`config.mk`:
```
export PLATFORM = sky130hd
export DESIGN_NAME = motion_image_readout_regs
export DESIGN_NICKNAME = d
export VERILOG_FILES = /design/src/motion_image_readout_pkg.sv /design/src/motion_image_readout_regs.sv /design/src/pin_synchronizer.sv
export VERILOG_INCLUDE_DIRS = /design/src
export SDC_FILE = /design/constraint.sdc
export NUM_CORES = 1
export LEC_CHECK = 0
export BUFFER_PORTS_ARGS = -buffer_cell sky130_fd_sc_hd__buf_2
export CORE_MARGIN = 2
export CORE_UTILIZATION = 54
export DETAILED_ROUTE_END_ITERATION = 12
export PLACE_DENSITY_LB_ADDON = 0.1
export SLEW_MARGIN = 40
export SYNTH_ARGS = -nofsm -noshare
export SYNTH_HDL_FRONTEND = slang
export SYNTH_SLANG_ARGS = --single-unit
export TNS_END_PERCENT = 10
```
`constraint.sdc`:
```
create_clock -name mclk -period 4 [get_ports mclk]
set_input_delay 0.8 -clock mclk [delete_from_list [all_inputs] [get_ports mclk]]
set_output_delay 0.8 -clock mclk [all_outputs]
set_load 0.02 [all_outputs]
```
`src/motion_image_readout_defs.svh`:
```
// Register offsets, status bit positions, reset values and tuning constants
// for the motion and image readout register set. Definitions only.
`ifndef MOTION_IMAGE_READOUT_DEFS_SVH
`define MOTION_IMAGE_READOUT_DEFS_SVH

`define MIR_ADDR_STATUS 7'h02
`define MIR_ADDR_XCOUNT 7'h03
`define MIR_ADDR_YCOUNT 7'h04
`define MIR_ADDR_SURFACE 7'h05
`define MIR_ADDR_EXP_HIGH 7'h06
`define MIR_ADDR_EXP_LOW 7'h07
`define MIR_ADDR_BRIGHTEST 7'h08
`define MIR_ADDR_BRIGHT_SUM 7'h09
`define MIR_ADDR_DARKEST 7'h0a
`define MIR_ADDR_DUMP 7'h0b
`define MIR_ADDR_SELFTEST0 7'h0c
`define MIR_ADDR_SELFTEST1 7'h0d

`define MIR_BIT_MOVEMENT 7
`define MIR_BIT_IMG_READY 6
`define MIR_BIT_ORIGIN 5
`define MIR_BIT_OVERFLOW 4
`define MIR_BIT_LASER_VALID 3
`define MIR_BIT_FAULT 2
`define MIR_SERIAL_WRITE_BIT 7

`define MIR_RST_COUNT 8'h00
`define MIR_RST_SURFACE 8'h00
`define MIR_RST_EXPOSURE 16'h0064
`define MIR_RST_BRIGHTEST 8'hd0
`define MIR_RST_BRIGHT_SUM 8'h80
`define MIR_RST_DARKEST 8'h00
`define MIR_RST_DUMP 8'h00

`define MIR_PIXEL_CLAMP 8'hfe
`define MIR_SURFACE_MAX 8'ha2
`define MIR_SUM_SHIFT 9
`define MIR_EXP_MIN 16'h0010
`define MIR_EXP_MAX 16'hfff0
`define MIR_EXP_STEP 16'h0004
`define MIR_BRIGHT_HIGH 8'hc8
`define MIR_BRIGHT_LOW 8'h60
`define MIR_SUM_HIGH 8'hb4
`define MIR_SUM_LOW 8'h30

`endif

```
`src/motion_image_readout_pkg.sv`:
```
// Types shared by the readout register set.
// Constants live in motion_image_readout_defs.svh.
package motion_image_readout_pkg;

  typedef enum logic [1:0] {
    SER_ADDR,
    SER_WDATA,
    SER_RDATA
  } serial_state_t;

endpackage

```
`src/motion_image_readout_regs.sv`:
```
// Read-side register set of an optical motion sensor behind a four-wire
// serial port. Assumes motion deltas, feature counts and a pixel stream
// arrive from the imaging core on mclk; serial pins and fault are async.
`timescale 1ns/1ns
`include "motion_image_readout_defs.svh"

module motion_image_readout_regs #(
  parameter int PIXELS = 484
) (
  input wire logic mclk,
  input wire logic rst,
  input wire logic serialSelectN,
  input wire logic serialClk,
  input wire logic serialDataIn,
  output logic serialDataOut,
  output logic serialDataOutOe,
  input wire logic motionValid,
  input wire logic [7:0] motionDx,
  input wire logic [7:0] motionDy,
  input wire logic [8:0] featureCount,
  input wire logic pixValid,
  input wire logic [7:0] pixData,
  input wire logic pixLast,
  input wire logic [7:0] laserCtrl0,
  input wire logic [7:0] laserCtrl1,
  input wire logic [7:0] laserPower0,
  input wire logic [7:0] laserPower1,
  input wire logic emitterFaultRaw,
  input wire logic [7:0] selftestResult0,
  input wire logic [7:0] selftestResult1,
  output logic [15:0] exposureCycles
);

  localparam int PW = (PIXELS > 1) ? $clog2(PIXELS) : 1;
  localparam logic [PW-1:0] LAST_PIXEL = PW'(PIXELS - 1);

  // Pin synchronisation; select idles high so reset keeps the port closed
  logic [3:0] pinSync;
  pin_synchronizer #(.WIDTH(4), .RESET_VALUE(4'b0110)) i_pin_synchronizer (
    .mclk(mclk),
    .rst(rst),
    .async({emitterFaultRaw, serialSelectN, serialClk, serialDataIn}),
    .synced(pinSync)
  );
  wire faultS = pinSync[3];
  wire selectNS = pinSync[2];
  wire sclkS = pinSync[1];
  wire mosiS = pinSync[0];

  // Serial port
  motion_image_readout_pkg::serial_state_t serState_reg;
  logic sclkPrev_reg;
  logic [2:0] bitCnt_reg;
  logic [6:0] shiftIn_reg;
  logic [6:0] addr_reg;
  logic [7:0] txShift_reg;
  logic [7:0] readData;

  wire active = ~selectNS;
  wire sclkRise = active & sclkS & ~sclkPrev_reg;
  wire sclkFall = active & ~sclkS & sclkPrev_reg;
  wire [7:0] rxByte = {shiftIn_reg, mosiS};
  wire byteDone = sclkRise && (bitCnt_reg == 3'd7);
  wire inAddr = serState_reg == motion_image_readout_pkg::SER_ADDR;
  wire rdStrobe = byteDone && inAddr && !rxByte[`MIR_SERIAL_WRITE_BIT];
  wire [6:0] rdAddr = rxByte[6:0];
  wire wrStrobe = byteDone && serState_reg == motion_image_readout_pkg::SER_WDATA;

  always_ff @(posedge mclk) begin
    if (rst) begin
      serState_reg <= motion_image_readout_pkg::SER_ADDR;
      sclkPrev_reg <= 1'b1;
      bitCnt_reg <= 3'd0;
      shiftIn_reg <= 7'h00;
      addr_reg <= 7'h00;
      txShift_reg <= 8'h00;
      serialDataOut <= 1'b0;
    end else begin
      sclkPrev_reg <= sclkS;
      if (!active) begin
        serState_reg <= motion_image_readout_pkg::SER_ADDR;
        bitCnt_reg <= 3'd0;
      end else begin
        if (sclkRise) begin
          bitCnt_reg <= bitCnt_reg + 3'd1;
          shiftIn_reg <= rxByte[6:0];
        end
        if (sclkFall && serState_reg == motion_image_readout_pkg::SER_RDATA) begin
          serialDataOut <= txShift_reg[7];
          txShift_reg <= {txShift_reg[6:0], 1'b0};
        end
        if (byteDone) begin
          unique case (serState_reg)
            motion_image_readout_pkg::SER_ADDR: begin
              addr_reg <= rxByte[6:0];
              txShift_reg <= readData;
              serState_reg <= rxByte[`MIR_SERIAL_WRITE_BIT] ?
                motion_image_readout_pkg::SER_WDATA : motion_image_readout_pkg::SER_RDATA;
            end
            motion_image_readout_pkg::SER_WDATA,
            motion_image_readout_pkg::SER_RDATA: begin
              serState_reg <= motion_image_readout_pkg::SER_ADDR;
            end
          endcase
        end
      end
    end
  end

  assign serialDataOutOe = active;

  // Access decode
  wire statusWr = wrStrobe && addr_reg == `MIR_ADDR_STATUS;
  wire dumpWr = wrStrobe && addr_reg == `MIR_ADDR_DUMP;
  wire xRead = rdStrobe && rdAddr == `MIR_ADDR_XCOUNT;
  wire yRead = rdStrobe && rdAddr == `MIR_ADDR_YCOUNT;
  wire expHighRead = rdStrobe && rdAddr == `MIR_ADDR_EXP_HIGH;
  wire expLowRead = rdStrobe && rdAddr == `MIR_ADDR_EXP_LOW;
  wire dumpRead = rdStrobe && rdAddr == `MIR_ADDR_DUMP;

  // Movement counters; a read or status write clears, fresh motion still lands
  logic [7:0] xCount_reg;
  logic [7:0] yCount_reg;
  logic moveFlag_reg;
  logic overflow_reg;

  wire [7:0] xBase = (xRead || statusWr) ? `MIR_RST_COUNT : xCount_reg;
  wire [7:0] yBase = (yRead || statusWr) ? `MIR_RST_COUNT : yCount_reg;
  wire [7:0] dxIn = motionValid ? motionDx : 8'h00;
  wire [7:0] dyIn = motionValid ? motionDy : 8'h00;
  wire [8:0] xSum = {xBase[7], xBase} + {dxIn[7], dxIn};
  wire [8:0] ySum = {yBase[7], yBase} + {dyIn[7], dyIn};
  wire xOverflow = xSum[8] ^ xSum[7];
  wire yOverflow = ySum[8] ^ ySum[7];
  // Saturate so the reported direction survives an overflow
  wire [7:0] xNext = xOverflow ? (xSum[8] ? 8'h80 : 8'h7f) : xSum[7:0];
  wire [7:0] yNext = yOverflow ? (ySum[8] ? 8'h80 : 8'h7f) : ySum[7:0];
  wire moveEvent = (dxIn != 8'h00) || (dyIn != 8'h00);
  wire moveClear = statusWr || ((xRead || yRead) && xNext == 8'h00 && yNext == 8'h00);
  wire moveFlag_next = moveEvent || (moveFlag_reg && !moveClear);
  wire overflow_next = xOverflow || yOverflow || (overflow_reg && !statusWr);

  always_ff @(posedge mclk) begin
    if (rst) begin
      xCount_reg <= `MIR_RST_COUNT;
      yCount_reg <= `MIR_RST_COUNT;
      moveFlag_reg <= 1'b0;
      overflow_reg <= 1'b0;
    end else begin
      xCount_reg <= xNext;
      yCount_reg <= yNext;
      moveFlag_reg <= moveFlag_next;
      overflow_reg <= overflow_next;
    end
  end

  // Frame statistics
  logic [PW-1:0] pixCnt_reg;
  logic [7:0] runMax_reg;
  logic [7:0] runMin_reg;
  logic [16:0] runSum_reg;
  logic [7:0] brightest_reg;
  logic [7:0] darkest_reg;
  logic [7:0] brightSum_reg;
  logic [7:0] surface_reg;
  logic [15:0] exposure_reg;

  wire firstPix = pixCnt_reg == '0;
  wire [7:0] pixClamped = (pixData > `MIR_PIXEL_CLAMP) ? `MIR_PIXEL_CLAMP : pixData;
  wire [7:0] newMax = (firstPix || pixClamped > runMax_reg) ? pixClamped : runMax_reg;
  wire [7:0] newMin = (firstPix || pixClamped < runMin_reg) ? pixClamped : runMin_reg;
  wire [16:0] newSum = (firstPix ? 17'h00000 : runSum_reg) + {9'h000, pixData};
  wire frameEnd = pixValid && pixLast;
  wire [7:0] sumHigh = newSum[16:`MIR_SUM_SHIFT];
  wire [7:0] surfaceRaw = featureCount[8:1];
  wire [7:0] surfaceCapped = (surfaceRaw > `MIR_SURFACE_MAX) ?
    `MIR_SURFACE_MAX : surfaceRaw;
  wire tooBright = newMax > `MIR_BRIGHT_HIGH || sumHigh > `MIR_SUM_HIGH;
  wire tooDark = newMax < `MIR_BRIGHT_LOW && sumHigh < `MIR_SUM_LOW;
  wire [15:0] expDown = (exposure_reg > `MIR_EXP_MIN + `MIR_EXP_STEP) ?
    exposure_reg - `MIR_EXP_STEP : `MIR_EXP_MIN;
  wire [15:0] expUp = (exposure_reg < `MIR_EXP_MAX - `MIR_EXP_STEP) ?
    exposure_reg + `MIR_EXP_STEP : `MIR_EXP_MAX;
  wire [15:0] exposure_next = tooBright ? expDown : (tooDark ? expUp : exposure_reg);

  always_ff @(posedge mclk) begin
    if (rst) begin
      pixCnt_reg <= '0;
      runMax_reg <= 8'h00;
      runMin_reg <= 8'h00;
      runSum_reg <= 17'h00000;
      brightest_reg <= `MIR_RST_BRIGHTEST;
      darkest_reg <= `MIR_RST_DARKEST;
      brightSum_reg <= `MIR_RST_BRIGHT_SUM;
      surface_reg <= `MIR_RST_SURFACE;
      exposure_reg <= `MIR_RST_EXPOSURE;
    end else if (pixValid) begin
      runMax_reg <= newMax;
      runMin_reg <= newMin;
      runSum_reg <= newSum;
      pixCnt_reg <= (pixLast || pixCnt_reg == LAST_PIXEL) ? '0 : pixCnt_reg + PW'(1);
      if (pixLast) begin
        brightest_reg <= newMax;
        darkest_reg <= newMin;
        brightSum_reg <= sumHigh;
        surface_reg <= surfaceCapped;
        exposure_reg <= exposure_next;
      end
    end
  end

  assign exposureCycles = exposure_reg;

  // Exposure low byte is frozen when the high byte is read
  logic [7:0] expLowShadow_reg;
  logic expPending_reg;

  always_ff @(posedge mclk) begin
    if (rst) begin
      expLowShadow_reg <= 8'(`MIR_RST_EXPOSURE);
      expPending_reg <= 1'b0;
    end else begin
      if (expHighRead) begin
        expLowShadow_reg <= exposure_reg[7:0];
      end
      expPending_reg <= expHighRead || (expPending_reg && !expLowRead);
    end
  end

  // Pixel dump: one capture per frame, held until read or a dump write
  logic [PW-1:0] dumpPtr_reg;
  logic [7:0] dumpData_reg;
  logic imgReady_reg;
  logic origin_reg;
  logic taken_reg;

  wire capture = pixValid && pixCnt_reg == dumpPtr_reg && !imgReady_reg
    && !taken_reg && !dumpWr;
  wire ptrWrap = dumpRead && dumpPtr_reg == LAST_PIXEL;
  wire imgReady_next = capture || (imgReady_reg && !dumpRead && !dumpWr);
  wire origin_next = dumpWr || ptrWrap || (origin_reg && !dumpRead);

  always_ff @(posedge mclk) begin
    if (rst) begin
      dumpPtr_reg <= '0;
      dumpData_reg <= `MIR_RST_DUMP;
      imgReady_reg <= 1'b0;
      origin_reg <= 1'b0;
      taken_reg <= 1'b0;
    end else begin
      imgReady_reg <= imgReady_next;
      origin_reg <= origin_next;
      taken_reg <= frameEnd ? 1'b0 : (taken_reg || capture);
      if (capture) begin
        dumpData_reg <= pixData;
      end
      if (dumpWr) begin
        dumpPtr_reg <= '0;
      end else if (dumpRead) begin
        dumpPtr_reg <= ptrWrap ? '0 : dumpPtr_reg + PW'(1);
      end
    end
  end

  // Status byte
  wire laserValid = (laserCtrl0[7] == ~laserCtrl1[7]) && (laserCtrl0[5] == ~laserCtrl1[5])
    && (laserPower0 == ~laserPower1);
  logic [7:0] statusByte;
  always_comb begin
    statusByte = 8'h00;
    statusByte[`MIR_BIT_MOVEMENT] = moveFlag_reg;
    statusByte[`MIR_BIT_IMG_READY] = imgReady_reg;
    statusByte[`MIR_BIT_ORIGIN] = origin_reg;
    statusByte[`MIR_BIT_OVERFLOW] = overflow_reg;
    statusByte[`MIR_BIT_LASER_VALID] = laserValid;
    statusByte[`MIR_BIT_FAULT] = faultS;
  end

  always_comb begin
    unique case (rdAddr)
      `MIR_ADDR_STATUS: readData = statusByte;
      `MIR_ADDR_XCOUNT: readData = xCount_reg;
      `MIR_ADDR_YCOUNT: readData = yCount_reg;
      `MIR_ADDR_SURFACE: readData = surface_reg;
      `MIR_ADDR_EXP_HIGH: readData = exposure_reg[15:8];
      `MIR_ADDR_EXP_LOW: readData = expPending_reg ? expLowShadow_reg : exposure_reg[7:0];
      `MIR_ADDR_BRIGHTEST: readData = brightest_reg;
      `MIR_ADDR_BRIGHT_SUM: readData = brightSum_reg;
      `MIR_ADDR_DARKEST: readData = darkest_reg;
      `MIR_ADDR_DUMP: readData = dumpData_reg;
      `MIR_ADDR_SELFTEST0: readData = selftestResult0;
      `MIR_ADDR_SELFTEST1: readData = selftestResult1;
      default: readData = 8'h00;
    endcase
  end

endmodule

```
`src/pin_synchronizer.sv`:
```
// Two-flop synchroniser for a group of independent level inputs.
// Assumes each bit is a slow level; no bus coherence across bits.
`timescale 1ns/1ns

module pin_synchronizer #(
  parameter int WIDTH = 1,
  parameter logic [WIDTH-1:0] RESET_VALUE = '0
) (
  input wire logic mclk,
  input wire logic rst,
  input wire logic [WIDTH-1:0] async,
  output logic [WIDTH-1:0] synced
);

  logic [WIDTH-1:0] stage1_reg;

  always_ff @(posedge mclk) begin
    if (rst) begin
      stage1_reg <= RESET_VALUE;
      synced <= RESET_VALUE;
    end else begin
      stage1_reg <= async;
      synced <= stage1_reg;
    end
  end

endmodule

```
# Word-level counts from Yosys, hierarchy flattened
# Cells that the tools add are included.
[word_totals]
output_inout_bits = 18
inputBits = 90
regBits = 174
wordCells = 178
[op_classes]
bitwise = 12
muxes = 26
n_lt_le_gt_ge = 10
n_reduce_logical = 70
addsub = 8
eq_ne = 23
[op_table]
columns = ["cell", "count"]
rows = [
  ["$mux 8", 16],
  ["$pmux 8 s12", 1],
  ["$mux 16", 4],
  ["$eq 7x4->1 const B", 7],
  ["$gt 8x8->1 const B", 4],
  ["$logic_and 1x1->1", 29],
  ["$eq 7x3->1 const B", 4],
  ["$eq 7x2->1 const B", 3],
  ["$add 8x8->9", 2],
  ["$add 9x1->9 const B", 2],
  ["$eq 9x9->1 const B", 2],
  ["$mux 9", 2],
  ["$add 17x8->17", 1],
  ["$logic_or 1x1->1", 17],
  ["$mux 17", 1],
  ["$add 16x3->16 const B", 1],
  ["$gt 16x5->1 const B", 1],
  ["$logic_not 8->1", 2],
  ["$lt 16x16->1 const B", 1],
  ["$reduce_bool 8->1", 2],
  ["$sub 16x3->16 const B", 1],
  ["$eq 9x9->1", 1],
  ["$logic_not 9->1", 1],
  ["$eq 8x8->1", 1],
  ["21 further kinds", 43],
]

# Longest topological paths before layout
[depth]
word_depth = 19
ltp_mapped = 20
mapped_depth_nobuf = 19

# Modules after synthesis
# Synthesis repeated with hierarchy kept, for this count alone.
[hier_totals]
hier_cells = 1268
area_unflattened_um2 = 10143.5
[by_module_without_submodules]
columns = ["mod", "area_per_inst_um2", "instances", "cells_per_inst", "seq_area_each_um2"]
rows = [
  ["motion_image_readout_regs", 9933.3, 1, 1252, 3243.1],
  ["pin_synchronizer", 210.2, 1, 16, 160.2],
]

# Least setup slack after synthesis
# Ideal clock, no wire load.
[synth_path]
kind = "flip-flop to flip-flop"
startpoint = "reg sclkPrev_reg"
endpoint = "reg moveFlag_reg"
n_path_buf = 1
path_stages_with_launch = 19
period_less_slack_ps = 4153
t_arrival_ps = 4021
required_ps = 3869
setup_ps = 131
slack_ps = -153
path_cell_list = "dfxtp_1 -> nand2b_1 -> nor2_1 -> nand2_1 -> nor3b_1 -> clkbuf_1 -> a21oi_1 -> nand2_1 -> inv_1 -> ha_1 -> a21o_1 -> a21oi_1 -> nor2b_1 -> o21ai_0 -> a2111oi_0 -> a211oi_2 -> nor2_1 -> a21oi_1 -> a31oi_1"
[synth_via]
elab_chain_len = 18
word_cells_on_any_way = 30
classes_between = "add/sub: 2; mux: 6; bitwise: 4; reduce/logical: 18"
[synth_lines]
columns = ["item", "line_no", "text"]
rows = [
  ["start: declaration", "motion_image_readout_regs.sv:52", "logic sclkPrev_reg;"],
  ["start signal: assignment", "motion_image_readout_regs.sv:79", "sclkPrev_reg <= sclkS;"],
  ["$not 1->1 (*)", "motion_image_readout_regs.sv:60", "wire sclkRise = active & sclkS & ~sclkPrev_reg;"],
  ["$and 1x1->1 (*)", "motion_image_readout_regs.sv:60", ""],
  ["$logic_and 1x1->1 (*)", "motion_image_readout_regs.sv:63", "wire byteDone = sclkRise && (bitCnt_reg == 3'd7);"],
  ["$logic_and 1x1->1 (2 in series)", "motion_image_readout_regs.sv:65", "wire rdStrobe = byteDone && inAddr && !rxByte[`MIR_SERIAL_WRITE_BIT];"],
  ["$logic_and 1x1->1 (no source line)", "n/a", ""],
  ["$logic_or 1x1->1", "motion_image_readout_regs.sv:127", "wire [7:0] xBase = (xRead || statusWr) ? `MIR_RST_COUNT : xCount_reg;"],
  ["$mux 8", "motion_image_readout_regs.sv:127", ""],
  ["$add 8x8->9", "motion_image_readout_regs.sv:131", "wire [8:0] xSum = {xBase[7], xBase} + {dxIn[7], dxIn};"],
  ["$mux 8 or $xor 1x1->1 (tied branches)", "motion_image_readout_regs.sv:136, motion_image_readout_regs.sv:133", ""],
  ["$mux 8", "motion_image_readout_regs.sv:136", "wire [7:0] xNext = xOverflow ? (xSum[8] ? 8'h80 : 8'h7f) : xSum[7:0];"],
  ["$logic_not 8->1", "motion_image_readout_regs.sv:139", "wire moveClear = statusWr || ((xRead || yRead) && xNext == 8'h00 && yNext == 8'h00);"],
  ["$logic_and 1x1->1 (2 in series)", "motion_image_readout_regs.sv:139", ""],
  ["$logic_or 1x1->1 (*)", "motion_image_readout_regs.sv:139", ""],
  ["$logic_not 1->1 (*)", "motion_image_readout_regs.sv:140", "wire moveFlag_next = moveEvent || (moveFlag_reg && !moveClear);"],
  ["$logic_and 1x1->1 (*)", "motion_image_readout_regs.sv:140", ""],
  ["$logic_or 1x1->1 (*)", "motion_image_readout_regs.sv:140", ""],
  ["end signal: assignment", "motion_image_readout_regs.sv:152", "moveFlag_reg <= moveFlag_next;"],
  ["end: declaration", "motion_image_readout_regs.sv:124", "logic moveFlag_reg;"],
]
# Mark *: on every way between the ends. The rest lies on a longest branch, timed or not.
# A chain may end at the register's enable or synchronous reset.

# Worst setup path after layout
[layout_path]
startpoint = "reg pixCnt_reg[0]"
endpoint = "reg exposure_reg[9], in the netlist exposureCycles[9]"
[layout_via]
elab_chain_len = 7
word_cells_on_any_way = 14
classes_between = "add/sub: 1; order compare: 4; mux: 3; reduce/logical: 6"
[layout_lines]
columns = ["item", "line_no", "text"]
rows = [
  ["start: declaration", "motion_image_readout_regs.sv:158", "logic [PW-1:0] pixCnt_reg;"],
  ["start signal: assignment", "motion_image_readout_regs.sv:201", "pixCnt_reg <= (pixLast || pixCnt_reg == LAST_PIXEL) ? '0 : pixCnt_reg + PW'(1);"],
  ["$logic_not 9->1 (*)", "motion_image_readout_regs.sv:168", "wire firstPix = pixCnt_reg == '0;"],
  ["$mux 17 or $logic_or 1x1->1 (tied branches)", "motion_image_readout_regs.sv:172, motion_image_readout_regs.sv:170", ""],
  ["$add 17x8->17 or $mux 8 (tied branches)", "motion_image_readout_regs.sv:172, motion_image_readout_regs.sv:170", ""],
  ["$gt 8x8->1 (no source line), or another cell as far along", "n/a", ""],
  ["$logic_or 1x1->1 (no source line) or $logic_and 1x1->1 (tied branches)", "n/a", ""],
  ["$reduce_bool 2->1 (no source line)", "n/a", ""],
  ["$reduce_and 3->1 (no source line)", "n/a", ""],
  ["end signal: assignment", "motion_image_readout_regs.sv:196", "exposure_reg <= `MIR_RST_EXPOSURE;"],
  ["end signal: assignment", "motion_image_readout_regs.sv:207", "exposure_reg <= exposure_next;"],
  ["end: declaration", "motion_image_readout_regs.sv:166", "logic [15:0] exposure_reg;"],
]
# Marks and branches as above.

==> reports/summary.txt <==
Min-delay worst type - flip-flop to flip-flop
DP Wirelength - 20750 µm
# hold bufs at CTS - 0
ANT nets after route - 0
TritonCTS clock tree - done
Design Power - 4.548 mW
Top_reg_cell synth - dfxtp_1
Clock Latency Late Sink - 440 ps
Seq/Total Area, Yosys - 32.93%
Reg power frac - 41.3%
Area share of the largest cell type after synthesis - 32.93%
PortBufs - 92
Critical path endpoint category - flip-flop
FMAX - 257.9 MHz
Lkg Pwr - 4.972 nW
Max-slew violations - 0
Synthesized area per cell - 8.081 µm²
Slack of the critical path - 123.0 ps
Worst slew pin tran - 744.6 ps
Placer Congestion - 0.9349
Core ar. - 18770 µm²
Final hold vios - 0
Worst EP required - 4320 ps
Initial antenna violation count - 0
Synth area leaders - dfxtp_1, mux2i_1, ha_1
Async SR Flop Fraction - 0%
Comb power frac - 19.3%
Worst Path Arrival - 4200 ps
Outcome - finished, final reports clean
H-tree Lvls - 4
Drt drc - 0
Standard-cell rows - 50
Synth top cells by count - dfxtp_1, nor2_1, nand2_1
Count leader, synth - dfxtp_1
Overflow after GRT - 0
Die area - 20260 µm²
Vias in the first global route - 8922
Hold Crit Depth - 1
Cells after synthesis - 1279
Num Clock Sinks - 170
Largest fanout on the critical path - 11
Count of final setup violators - 0
Cell area power density - 372.8 nW/µm²
First-pass GRT wire length - 45360 µm
Layout cell share with drive strength beyond 1 - 18.97%
DP Worst Slack - -153.1 ps
Cell taking the most area after synthesis - dfxtp_1
Final net count - 1527
Pint - 3.248 mW
N_diodes - 0
CP Launch Type - flip-flop
Max-cap viol count - 0
Largest register FFs - 17
Deepest clock path buffer count - 2
WL/cell - 17.65 µm
Maximum vdd ir drop - 314.3 µV
Clock slew at reported path FFs - 70 ps
Num CTS Buffers - 17
Clock power frac - 39.4%
Vias per cell - 5.943
Global Route Usage Sum - 28.13%
Worst reg2reg path depth - 16
Initial core utilization - 55.07%
Largest net degree at the start of global routing - 64
Unrepaired setup endpoints after global routing - yes
Synth unique cells - 79
Area Growth Syn to Fin - 18.05%
1st-pass router iterations - 6
Mapped cell area - 10340 µm²
IO Count - 108
Post-layout min period - 3877 ps
Initial DRC Count - 824
Crit path kind - flip-flop to flip-flop
Final period utilization - 96.92%
Slew margin rel. - 49.66%
Number of flops mapped to enable cells by yosys - 0
Final WL - 28790 µm
Detailed-route via count - 9693
Die X - 142.4 µm
Sw power - 1.300 mW
Yosys reg bits - 170
Switching part of the total power - 28.59%
Yosys warns - 0
CTS root buf - clkbuf_16
Die height - 142.4 µm
Setup Skew - 11.63 ps
==> worst paths after layout <==
check | slack, ps | from | endpoint
max | 120 | pixCnt_reg[0] | exposureCycles[9]
min | 410 | i_pin_synchronizer.stage1_reg[1] | i_pin_synchronizer.synced[1]
max reg2reg | 120 | pixCnt_reg[0] | exposureCycles[9]
min reg2reg | 410 | i_pin_synchronizer.stage1_reg[1] | i_pin_synchronizer.synced[1]
==> metal layers <==
layer,part of all wire (%),GRT usage (%)
met5,0,0
met4,2.2,8.286
met3,4.5,4.610
met2,48,47.70
met1,45,36.99
==> cells by family (layout without fill, tap and decap cells) <==
kind of cell,count (synthesis),count (layout),synth area share (%)
AO/OA/AOI/OAI,287,288,18.76
XOR/XNOR,61,61,5.169
adder cells (fa/ha/maj),53,53,6.634
buffers and inverters,127,243,4.927
flip-flops,170,170,32.93
multiplexers,75,75,7.384
other,1,2,0.03628
AND/OR/NAND/NOR,505,505,24.16
==> critical path, cell delays in order, from the launching register on <==
cell and delay, ps:
dfxtp_1 310, inv_1 70, ha_1 180, nand4b_1 190
buf_6 200, and2_1 190, ha_1 330, a211oi_4 320
nor4b_4 100, o21ai_1 260, xor2_2 240, o2bb2ai_4 130
a211o_1 360, buf_4 160, a21oi_4 240, a31oi_1 130
a311oi_1 340
==> layout by cell type, fill, tap and decap left out, drive strengths merged, types with 9 or more instances in the layout <==
cell type    n
nor2b       14
a31oi       10
and2        40
a211oi      34
nand4       18
xnor2       30
a211o        9
nand2b      17
nor3        38
mux2i       65
and3        14
mux2        10
o21ai       48
clkbuf      20
nand3       37
nand2       99
xor2        31
or2         12
ha          50
a22oi       21
nor2       164
buf        166
nor4        16
inv         47
dfxtp      170
a21oi       77
a21o        12
==> power groups by stage <==
stage          Clock, mW  Combinational [mW]  Sequential, mW
6_report            1.79               0.880            1.88
5_1_grt             1.88               0.978            1.89
4_1_cts             1.81               0.841            1.88
3_5_place_dp           0               0.830            1.91
3_3_place_gp           0               0.811            1.91
2_1_floorplan          0               0.603            1.87
==> metrics by stage <==
step	utilization, %	area (µm²)	instances	hold WS, ps	setup TNS (ps)
global placement	60.08	11280	1593	398.8	-160.5
detailed placement	60.09	11280	1593	399.4	-1622
floorplan	-	10340	1280	389.5	-20.02
CTS	63.66	11950	1625	413.6	-31.43
finish	65.01	12200	1631	411.1	0
global route	65.01	12200	1631	422.6	-835.5
==> cell type report <==
| cell class | instances | area, µm² |
|---|---|---|
| Clock inverter | 12 | 188.9 |
| Multi-Input combinational cell | 984 | 6663 |
| Clock buffer | 20 | 446.7 |
| Fill cell | 1630 | 6566 |
| Inverter | 45 | 168.9 |
| Sequential cell | 170 | 3403 |
| Timing Repair Buffer | 166 | 1039 |
| Tap cell | 234 | 292.8 |
==> what timing repair did <==
| action | in CTS | in global routing |
|---|---|---|
| endpoints found under the setup margin | 25 | 30 |
| setup buffers | 0 | 5 |
| pin swaps | 0 | 9 |
| resized for setup | 8 | 41 |
| gates cloned | 0 | 1 |
Note: power is estimated with default switching activity, not from simulation.
